===== config.mk =====
export PLATFORM = sky130hd
export DESIGN_NAME = pdsea_ea_adjust
export DESIGN_NICKNAME = d
export VERILOG_FILES = /design/src/core/pdsea_pkg.sv /design/src/core/pdsea_if.sv /design/src/core/pdsea_ea_adjust.sv /design/src/core/pdsea_ea_calc.sv /design/src/core/pdsea_page_adj.sv
export VERILOG_INCLUDE_DIRS = /design/src /design/src/core
export SDC_FILE = /design/constraint.sdc
export NUM_CORES = 1
export LEC_CHECK = 0
export BUFFER_PORTS_ARGS = -buffer_cell sky130_fd_sc_hd__buf_2
export CORE_MARGIN = 2
export CORE_UTILIZATION = 60
export DETAILED_ROUTE_END_ITERATION = 8
export PLACE_DENSITY = 0.88
export SLEW_MARGIN = 15
export SYNTH_ARGS = -nofsm -noshare
export SYNTH_HDL_FRONTEND = slang
export SYNTH_SLANG_ARGS = --single-unit

===== constraint.sdc =====
create_clock -name clk -period 7.5 [get_ports clk]
set_input_delay 0.375 -clock clk [delete_from_list [all_inputs] [get_ports clk]]
set_output_delay 0.375 -clock clk [all_outputs]
set_load 0.01 [all_outputs]

===== src/core/pdsea_consts.svh =====
`ifndef PDSEA_CONSTS_SVH
`define PDSEA_CONSTS_SVH

// Page register width and page boundary values
`define PDSEA_PAGE_W        10
`define PDSEA_PAGE_ZERO     10'h000
`define PDSEA_EDS_FIRST     10'h001
`define PDSEA_EDS_LAST      10'h1FF
`define PDSEA_PSV_LSW_FIRST 10'h200
`define PDSEA_PSV_LSW_LAST  10'h2FF
`define PDSEA_PSV_MSW_FIRST 10'h300
`define PDSEA_PSV_MSW_LAST  10'h3FF
`define PDSEA_PAGE_ONE      10'h001

// Window select bit position of the effective address
`define PDSEA_WIN_BIT       15

// Reset values of the page registers
`define PDSEA_RD_PAGE_RST   10'h001
`define PDSEA_WR_PAGE_RST   10'h001

`endif


===== src/core/pdsea_pkg.sv =====
package pdsea_pkg;

  // Addressing mode of the current effective-address calculation
  typedef enum logic [2:0] {
    PDSEA_MODE_DIRECT = 3'h0,
    PDSEA_MODE_PRE    = 3'h1,
    PDSEA_MODE_POST   = 3'h3,
    PDSEA_MODE_REGOFS = 3'h2,
    PDSEA_MODE_MODULO = 3'h6,
    PDSEA_MODE_BITREV = 3'h7
  } pdsea_mode_t;

  // Whole state of the top module
  typedef struct packed {
    logic [9:0]  readPage;
    logic [9:0]  writePage;
    logic        eaValid;
    logic        trap;
    logic [15:0] ea;
    logic [15:0] ptr;
    logic [9:0]  pageUsed;
  } pdsea_state_t;

endpackage


===== src/core/pdsea_if.sv =====
`timescale 1ns/100ps

// Page adjust request and answer
interface pdsea_adj_if;
  logic [9:0] page;
  logic       isRead;
  logic       ovf;
  logic       unf;
  logic [9:0] nextPage;
  logic       highBit;
  modport adj (input page, input isRead, input ovf, input unf, output nextPage, output highBit);
  modport req (output page, output isRead, output ovf, output unf, input nextPage, input highBit);
endinterface

// Effective-address sum and boundary detection
interface pdsea_calc_if;
  import pdsea_pkg::*;
  logic [15:0] base;
  logic [15:0] offset;
  pdsea_mode_t mode;
  logic [15:0] sum;
  logic        ovf;
  logic        unf;
  logic        linear;
  logic        wrap;
  modport calc (input base, input offset, input mode,
                output sum, output ovf, output unf, output linear, output wrap);
  modport req (output base, output offset, output mode,
               input sum, input ovf, input unf, input linear, input wrap);
endinterface


===== src/core/pdsea_ea_adjust.sv =====
`timescale 1ns/100ps
`include "pdsea_consts.svh"

module pdsea_ea_adjust import pdsea_pkg::*; (
  input  wire logic        clk,
  input  wire logic        rst,
  input  wire logic        readPageLoad,
  input  wire logic        writePageLoad,
  input  wire logic [9:0]  pageLoadData,
  input  wire logic        reqValid,
  input  wire logic        reqWrite,
  input  wire pdsea_mode_t reqMode,
  input  wire logic [15:0] reqBase,
  input  wire logic [15:0] reqOffset,
  output logic [9:0]       readPageSelect,
  output logic [9:0]       writePageSelect,
  output logic             eaValid,
  output logic [15:0]      effectiveAddress,
  output logic [15:0]      pointerUpdate,
  output logic [9:0]       activePageSelect,
  output logic             addrErrorTrap
);

  pdsea_state_t q;
  pdsea_state_t d;
  logic [9:0]   actPage;
  logic         trapNow;
  logic         go;
  logic         actHigh;
  logic [9:0]   actNext;
  logic [15:0]  ptrNext;

  // Modes whose access address is the unmodified pointer
  function automatic logic usesBase(input pdsea_mode_t mode);
    return (mode == PDSEA_MODE_POST) || (mode == PDSEA_MODE_DIRECT);
  endfunction

  pdsea_calc_if cIf ();
  pdsea_adj_if  adjRd ();
  pdsea_adj_if  adjWr ();

  // Address sum and boundary detection
  pdsea_ea_calc u_calc (
    .cIf (cIf.calc)
  );

  // Read page adjust
  pdsea_page_adj u_adj_rd (
    .a (adjRd.adj)
  );

  // Write page adjust
  pdsea_page_adj u_adj_wr (
    .a (adjWr.adj)
  );

  // Request to the calculator
  always_comb begin
    cIf.base = reqBase;
    cIf.offset = reqOffset;
    cIf.mode = reqMode;
  end

  // Trap decode and page adjust requests
  always_comb begin
    actPage = reqWrite ? q.writePage : q.readPage;
    trapNow = reqValid && reqBase[`PDSEA_WIN_BIT] &&
              ((actPage == `PDSEA_PAGE_ZERO) ||
               (reqWrite && q.writePage >= `PDSEA_PSV_LSW_FIRST));
    go = reqValid && !trapNow;
    adjRd.page = q.readPage;
    adjRd.isRead = 1'b1;
    adjRd.ovf = go && !reqWrite && cIf.linear && cIf.ovf;
    adjRd.unf = go && !reqWrite && cIf.linear && cIf.unf;
    adjWr.page = q.writePage;
    adjWr.isRead = 1'b0;
    adjWr.ovf = go && reqWrite && cIf.linear && cIf.ovf;
    adjWr.unf = go && reqWrite && cIf.linear && cIf.unf;
    actHigh = reqWrite ? adjWr.highBit : adjRd.highBit;
    actNext = reqWrite ? adjWr.nextPage : adjRd.nextPage;
  end

  // Final window bit of the modified pointer
  always_comb begin
    ptrNext = cIf.sum;
    if (cIf.ovf || cIf.unf) begin
      if (cIf.linear) begin
        ptrNext[`PDSEA_WIN_BIT] = actHigh;
      end else if (cIf.wrap) begin
        ptrNext[`PDSEA_WIN_BIT] = 1'b1;
      end
    end
    if (reqMode == PDSEA_MODE_DIRECT) begin
      ptrNext = reqBase;
    end
  end

  // Next state
  always_comb begin
    d = q;
    d.eaValid = go;
    d.trap = trapNow;
    if (go) begin
      d.ptr = ptrNext;
      d.ea = usesBase(reqMode) ? reqBase : ptrNext;
      d.pageUsed = (reqMode == PDSEA_MODE_PRE) ? actNext : actPage;
      // Only linear modes move a page register
      if (cIf.linear) begin
        if (reqWrite) begin
          d.writePage = adjWr.nextPage;
        end else begin
          d.readPage = adjRd.nextPage;
        end
      end
    end
    // Core loads take priority over an adjust in the same cycle
    if (readPageLoad) begin
      d.readPage = pageLoadData;
    end
    if (writePageLoad) begin
      d.writePage = pageLoadData;
    end
  end

  // State register
  always_ff @(posedge clk or posedge rst) begin
    if (rst) begin
      q <= '0;
      q.readPage <= `PDSEA_RD_PAGE_RST;
      q.writePage <= `PDSEA_WR_PAGE_RST;
    end else begin
      q <= d;
    end
  end

  // Outputs straight from the state
  assign readPageSelect = q.readPage;
  assign writePageSelect = q.writePage;
  assign eaValid = q.eaValid;
  assign effectiveAddress = q.ea;
  assign pointerUpdate = q.ptr;
  assign activePageSelect = q.pageUsed;
  assign addrErrorTrap = q.trap;

  logic noLoad;
  assign noLoad = !readPageLoad && !writePageLoad;
endmodule


===== src/core/pdsea_ea_calc.sv =====
`timescale 1ns/100ps
`include "pdsea_consts.svh"

module pdsea_ea_calc import pdsea_pkg::*; (
  pdsea_calc_if.calc cIf
);

  logic [17:0] sumWide;
  logic        inWin;

  // Signed sum, window test and boundary detection
  always_comb begin
    sumWide = {2'b00, cIf.base} + {{2{cIf.offset[15]}}, cIf.offset};
    inWin = cIf.base[`PDSEA_WIN_BIT];
    cIf.linear = (cIf.mode == PDSEA_MODE_PRE) || (cIf.mode == PDSEA_MODE_POST);
    cIf.wrap = (cIf.mode == PDSEA_MODE_REGOFS) || (cIf.mode == PDSEA_MODE_MODULO) ||
               (cIf.mode == PDSEA_MODE_BITREV);
    // Only an unmodified address in the window can cross a page
    cIf.ovf = inWin && (sumWide[17:16] == 2'b01);
    cIf.unf = inWin && (sumWide[17] || (sumWide[16:15] == 2'b00));
    cIf.sum = sumWide[15:0];
    if (cIf.ovf || cIf.unf) begin
      cIf.sum[`PDSEA_WIN_BIT] = 1'b0;
    end
  end

endmodule


===== src/core/pdsea_page_adj.sv =====
`timescale 1ns/100ps
`include "pdsea_consts.svh"

module pdsea_page_adj import pdsea_pkg::*; (
  pdsea_adj_if.adj a
);

  // Next page and window bit after a crossing
  always_comb begin
    a.nextPage = a.page;
    a.highBit = 1'b1;
    if (a.ovf) begin
      if (a.page == `PDSEA_EDS_LAST || a.page == `PDSEA_PSV_MSW_LAST) begin
        a.highBit = 1'b0;
      end else if (a.isRead && a.page == `PDSEA_PSV_LSW_LAST) begin
        a.nextPage = `PDSEA_PSV_MSW_FIRST;
      end else begin
        a.nextPage = a.page + `PDSEA_PAGE_ONE;
      end
    end else if (a.unf) begin
      if (a.page == `PDSEA_EDS_FIRST || a.page == `PDSEA_PSV_LSW_FIRST) begin
        a.highBit = 1'b0;
      end else if (a.isRead && a.page == `PDSEA_PSV_MSW_FIRST) begin
        a.nextPage = `PDSEA_PSV_LSW_LAST;
      end else begin
        a.nextPage = a.page - `PDSEA_PAGE_ONE;
      end
    end
  end

endmodule


==> results of run 1 <==
cell usage in the layout (no fill, tap or decap), types with 8 or more instances in the layout:
cell type,instances
and3_1,10
nand3_1,15
ha_1,23
nor2_1,69
nand2_1,83
nand4_1,12
a31oi_1,17
buf_2,114
clkbuf_8,9
xnor2_1,18
mux2_2,11
o31ai_1,9
mux2i_1,22
inv_1,23
a21oi_1,50
dfrtp_1,62
a21o_1,8
o21ai_0,44
nor3_1,17
power by group:
part | total (mW) | leakage (nW) | internal (mW) | switching [mW]
clock | 0.374 | 0.119 | 0.221 | 0.153
sequential | 0.453 | 0.748 | 0.400 | 0.0529
combinational | 0.375 | 1.92 | 0.155 | 0.220
total | 1.20 | 2.79 | 0.777 | 0.426
flip-flops by register name, indices dropped and copies added, names as in the netlist:
register and cells:
pointerUpdate 16, effectiveAddress 16, writePageSelect 10, eaValid 1, readPageSelect 10, addrErrorTrap 1, activePageSelect 10
stage by stage:
| stage | total power [mW] | utilization, % |
|---|---|---|
| after CTS | 1.20 | 70.3 |
| after detailed placement | 0.829 | 67.5 |
| after global placement | 0.818 | 67.5 |
| after global routing | 1.26 | 70.4 |
| after floorplan | 0.696 | - |
| final | 1.20 | 70.4 |
cell type report:
type	instances	area, um^2
clock buffer	9	124
clock inverter	7	120
fill	739	2560
inverter	24	90.1
multi-input combinational	531	3390
sequential	64	1600
tap	108	135
timing repair buffer	119	608
worst register-to-register path: cells and delay by family, from the launching register on:
kind                       cells  cell delay (ns)
AOI/OAI and AO/OA              3             1.06
and+or+nand+nor                4             0.93
DFF                            1             0.62
muxes                          2             0.38
adders and majority gates      1             0.28
xor gates and xnor gates       1             0.23
buffers and inverters          1             0.09
worst max path at each step:
stage                     endpoint  slack (ns)  cells after the start
3_3_place_gp   activePageSelect[6]        3.70                     14
4_1_cts        activePageSelect[5]        3.88                     12
5_1_grt        activePageSelect[5]        3.58                     12
6_report       activePageSelect[5]        3.79                     12
2_1_floorplan    readPageSelect[8]        4.37                     12
3_5_place_dp   activePageSelect[6]        3.58                     14
logic make-up (layout without fill, tap and decap cells):
kind of cell	count (synthesis)	after routing	share of synthesized area (%)
flops	64	64	30.4
buf+inv	67	159	5.37
simple gates	256	256	23.3
mux	34	34	6.81
xor+xnor	25	25	4.15
compound gates	192	192	24.1
fa+ha+maj	24	24	5.84
routing by layer:
layer | global-route usage [%] | routed length [um]
met4 | 12.6 | 464
met2 | 57.6 | 7830
met3 | 4.10 | 1050
met1 | 40.5 | 6440
met5 | 0 | 0
==> impl_metrics.ini, run 1 <==
[worst_setup_path]
critPathBufInv = 1
worstReg2RegStart = writePageSelect[0]
cp.required_ns = 7.72
crit_path_max_fanout = 12
critPathLaunch = writePageSelect[0]
r2r_cells = 12
critPathMaxStageDelay_ns = 0.68
crit_path_end_kind = flip-flop
r2r-end = activePageSelect[5]
path_delay_family = compound AO/OA/AOI/OAI gates
cp-start-kind = flip-flop
reg2reg_slack_ns = 3.79
crit_chain = inv_1, ha_1, mux2_2, and3_1, or3_1, nor2_1, mux2i_1, o21ai_1, nand4b_1, a21oi_1, xnor2_1, o221ai_1
worstSetupPathType = reg2reg
cp.arrival_ns = 3.93
crit_path_top_delay_cell = o21ai_1

[sta]
fin_hold_ws_ns = 0.259
timing.fmax_mhz = 269
worst_slew_pin_slew_ns = 0.926
max-slew-margin-rel_pct = 36.5
setup_viol = 0
slew_violations = 0
finalCritPeriodShare_pct = 49.5
finalSetupTns_ns = 0
hold_viol = 0
finalCriticalPeriod_ns = 3.71
fin_skew_ns = 0.00863
rsz0062_at_grt = false
fin_ws_ns = 3.79

[synth]
synthesis.nets = 737
yosysMostFrequentCell = nand2_1
synth.distinct_cells = 82
synth.avg_cell_area_um2 = 7.96
synth_top_flop_cell = dfrtp_1
ys.warnings.count = 0
synthTopCellsByArea = dfrtp_1, nand2_1, ha_1
netlist_top_cells_count = nand2_1, nor2_1, dfrtp_1
netlist.area_leader.share_pct = 29.4
synth_top_cell_by_area = dfrtp_1
synth_edf_count = 0
yosysSeqAreaShare_pct = 30.4
synth_area_um2 = 5270
ys_ff_latch = 64
async_flop_share_pct = 100
netlist_instances = 662

[cts]
numClockSinks = 64
cts_root_buf = clkbuf_8
postCtsResizedCells = 0
cts_tree = yes
cts_max_path_buffers = 2
cts_post_setup_buffers_inserted = 0
cts_buffers = 9
cts_hold_buf = 0
insertion_delay_ns = 0.35
h-tree-depth = 3
clk_pin_slew_worst_paths_ns = 0.08

[floorplanning]
die_height_um = 97.7
die_w_um = 97.7
io_pins = 115
rows = 34
initial_core_util_pct = 61.0
core_um2 = 8640
die_area_um2 = 9550

[power_and_ir_drop]
leakagePower_nw = 2.79
peakVddDrop_mv = 0.112
powerDensity_nw_per_um2 = 198

[global_route]
grt_first_pass_wirelength_mm = 25.4
antenna_found_initial = 0
grt_usage_pct = 32.5
grt_pass1_vias = 5191
overflow = 0
grt_max_degree = 65

[cells_and_area]
final_cells = 862
syn2layout_area_growth_pct = 15.3
drive_gt1_share_pct = 22.5
final_nets = 824
design_area_um2 = 6080
diodes = 0

[detailed_routing]
drtPass1Iterations = 7
avgRoutedWirePerCell_um = 18.3
routed_wl_mm = 15.8
drtAntennaViolNets = 0
vias = 5447
vias_per_cell = 6.32
route.detailed.drc = 0
drtIter0Drc = 319

[placement]
dp_cells = 846
port_buffers = 114
dp_slack_ns = 3.58
hpwl_mm = 11.5
dpl_cell_area_um2 = 5830
finalWeightedCongestion = 0.960

[status]
outcome = finished clean

[worst_hold_path]
hold_class = in2async

[flow_run]
cap_viol_max_count = 0
(Power assumes the default switching activity.)
==> run 2: changes to the inputs <==
--- a/config.mk
+++ b/config.mk
@@ -6,11 +6,12 @@
 export SDC_FILE = /design/constraint.sdc
 export NUM_CORES = 1
 export LEC_CHECK = 0
+export ABC_AREA = 1
 export BUFFER_PORTS_ARGS = -buffer_cell sky130_fd_sc_hd__buf_2
 export CORE_MARGIN = 2
-export CORE_UTILIZATION = 60
+export CORE_UTILIZATION = 51
 export DETAILED_ROUTE_END_ITERATION = 8
-export PLACE_DENSITY = 0.88
+export PLACE_DENSITY = 0.79
 export SLEW_MARGIN = 15
 export SYNTH_ARGS = -nofsm -noshare
 export SYNTH_HDL_FRONTEND = slang
==> constraint.sdc (replaced) <==
create_clock -name clk -period 3.3 [get_ports clk]
set_input_delay 0.165 -clock clk [delete_from_list [all_inputs] [get_ports clk]]
set_output_delay 0.165 -clock clk [all_outputs]
set_load 0.01 [all_outputs]
==> run 2 against run 1 <==
Against the previous run:
- the run now ends with negative hold slack left
- count of clock-buffer cells in the layout unchanged
- setup slack worse by 3.1 ns
- critical path type unchanged
- combinational power grew to 2.6 times the previous value
- highest routed layer unchanged
- area after synthesis increased by 8.9%
- die area rose by 27%
- flip-flop and latch count did not move
==> impl_metrics.ini, run 2 <==
[sta]
finalCriticalPeriod_ns = 2.63
finalSetupTns_ns = 0
finalCritPeriodShare_pct = 79.7
slew_violations = 0
rsz0062_at_grt = false
setup_viol = 0
worst_slew_pin_slew_ns = 0.894
timing.fmax_mhz = 380
fin_hold_ws_ns = -0.00783
hold_viol = 21
max-slew-margin-rel_pct = 40.3
fin_skew_ns = 0.00793

[detailed_routing]
drtPass1Iterations = 8
drtAntennaViolNets = 0
vias = 6189
avgRoutedWirePerCell_um = 15.9
route.detailed.drc = 0
drtIter0Drc = 492
vias_per_cell = 5.63
routed_wl_mm = 17.4

[cts]
cts_buffers = 9
cts_tree = yes
cts_hold_buf = 0
cts_max_path_buffers = 2
insertion_delay_ns = 0.36
cts_post_setup_buffers_inserted = 0
postCtsResizedCells = 0
h-tree-depth = 3
clk_pin_slew_worst_paths_ns = 0.08
numClockSinks = 64
cts_root_buf = clkbuf_8

[cells_and_area]
final_nets = 1029
syn2layout_area_growth_pct = 14.1
layout_common_cells = nand2_1, buf_2, nor2_1
utilization_pct = 60.2
final_cells = 1099
drive_gt1_share_pct = 22.4
final_common_cell = nand2_1
diodes = 0

[floorplanning]
initial_core_util_pct = 52.7
rows = 38
io_pins = 115
core_um2 = 10900
die_area_um2 = 12100
die_height_um = 110
die_w_um = 110

[worst_setup_path]
crit_path_end_kind = flip-flop
crit_path_max_fanout = 22
cp-start-kind = flip-flop
cp.required_ns = 3.59
worstSetupPathType = reg2reg
reg2reg_slack_ns = 0.67
cp.arrival_ns = 2.92

[flow_run]
cap_viol_max_count = 0

[global_route]
grt_use_met2_pct = 43.0
overflow = 0
grt-busiest-layer = met2
grt_max_degree = 40
grt_usage_pct = 28.8
met1_usage_pct = 41.7
grt_first_pass_wirelength_mm = 26.9
grt_pass1_vias = 5352
antenna_found_initial = 0
use_met3_pct = 5.58

[synth]
yosysSeqAreaShare_pct = 27.9
netlist_instances = 851
ys_ff_latch = 64
synth_edf_count = 0
async_flop_share_pct = 100
synth_top_flop_cell = dfrtp_1
synthesis.nets = 926
synth.distinct_cells = 44
netlist_top_cells_count = nand2_1, nor2_1, inv_1
ys.warnings.count = 0
synthTopCellsByArea = dfrtp_1, nand2_1, o21ai_0
synth_top_cell_by_area = dfrtp_1
yosysMostFrequentCell = nand2_1
synth_area_um2 = 5740
netlist.area_leader.share_pct = 27.0
synth.avg_cell_area_um2 = 6.75

[power_and_ir_drop]
peakVddDrop_mv = 0.225
pwr-share-seq_pct = 38.3
leakagePower_nw = 3.44
p_comb_share_pct = 37.3
power_switching_mw = 1.10
powerDensity_nw_per_um2 = 405
switching_share_pct = 41.4
report.power.total_mw = 2.65
p_int_mw = 1.55
clkPwrFrac_pct = 24.4

[status]
violations = negative hold slack
outcome = finished with violations

[worst_hold_path]
hold_class = in2async

[placement]
dp_cells = 1083
hpwl_mm = 13.4
port_buffers = 114
finalWeightedCongestion = 0.966
==> run 2: changes by cell type after synthesis, moves of 12 or more <==
cell	previous run	this run
nand2_2	1	15
inv_1	24	74
nor2_1	69	81
o21ai_0	44	66
nand3_1	15	42
mux2i_1	22	0
xor2_1	7	21
clkbuf_1	33	10
nand3_2	0	17
nand2_1	83	240
==> run 2: cell type report <==
class                           instances  area [um^2]
Clock inverter                          7         55.1
Timing Repair Buffer                  125          653
Clock buffer                            9          124
Multi-Input combinational cell        670         3620
Sequential cell                        64         1600
Inverter                               84          315
Fill cell                            1046         4340
Tap cell                              140          175
==> run 2: power by group through the flow <==
stage	Combinational, mW	Sequential [mW]	Clock, mW
2_1_floorplan	0.609	1.06	0
3_3_place_gp	0.972	1.03	0
3_5_place_dp	0.976	1.03	0
4_1_cts	0.981	1.01	0.652
5_1_grt	1.10	1.03	0.685
6_report	0.989	1.02	0.646
==> run 2: per-layer routing <==
metal  part of all wire [%]  up-vias
li1                       -     3000
met1                     44     2818
met2                     44      322
met5                      0        -
met3                    9.5       49
met4                    2.7        0
==> run 2: through the flow <==
step	hold WS [ns]	area (um^2)	setup slack [ns]
global route	0.0135	6550	0.439
detailed placement	0.389	6370	0.512
CTS	0.0152	6550	0.697
global placement	0.397	6370	0.543
finish	-0.00783	6550	0.671
floorplan	0.271	5740	0.919
==> run 2: critical path, stage by stage, from the launching register on <==
cell and delay [ns]:
dfrtp_1 0.48, inv_1 0.19, nand2_1 0.13, nand2_1 0.10
nand2_1 0.05, nor2_1 0.10, nand3_1 0.08, nand2_1 0.09
nand2_2 0.08, nand2_4 0.21, buf_4 0.28, inv_1 0.22
buf_4 0.28, o21a_1 0.13, a21oi_1 0.13
==> run 2: worst paths after layout <==
check	start	to	cells after the start
worst max-delay path	writePageSelect[1]	activePageSelect[9]	14
worst min-delay path	rst	activePageSelect[5]	2
min in group clk	pageLoadData[5]	writePageSelect[5]	2
max in group asynchronous	rst	writePageSelect[0]	3
worst min register to register	effectiveAddress[12]	effectiveAddress[12]	2
worst max register to register	writePageSelect[1]	activePageSelect[9]	14
==> run 2: cells by family after synthesis <==
logic type               after synthesis  synth area share, %
flip-flops                            64                 27.9
AO/OA/AOI/OAI                        178                 18.0
XOR/XNOR                              30                 4.58
adder cells (fa/ha/maj)               24                 5.36
multiplexers                           1                0.196
AND/OR/NAND/NOR                      437                 35.0
buffers and inverters                117                 8.91
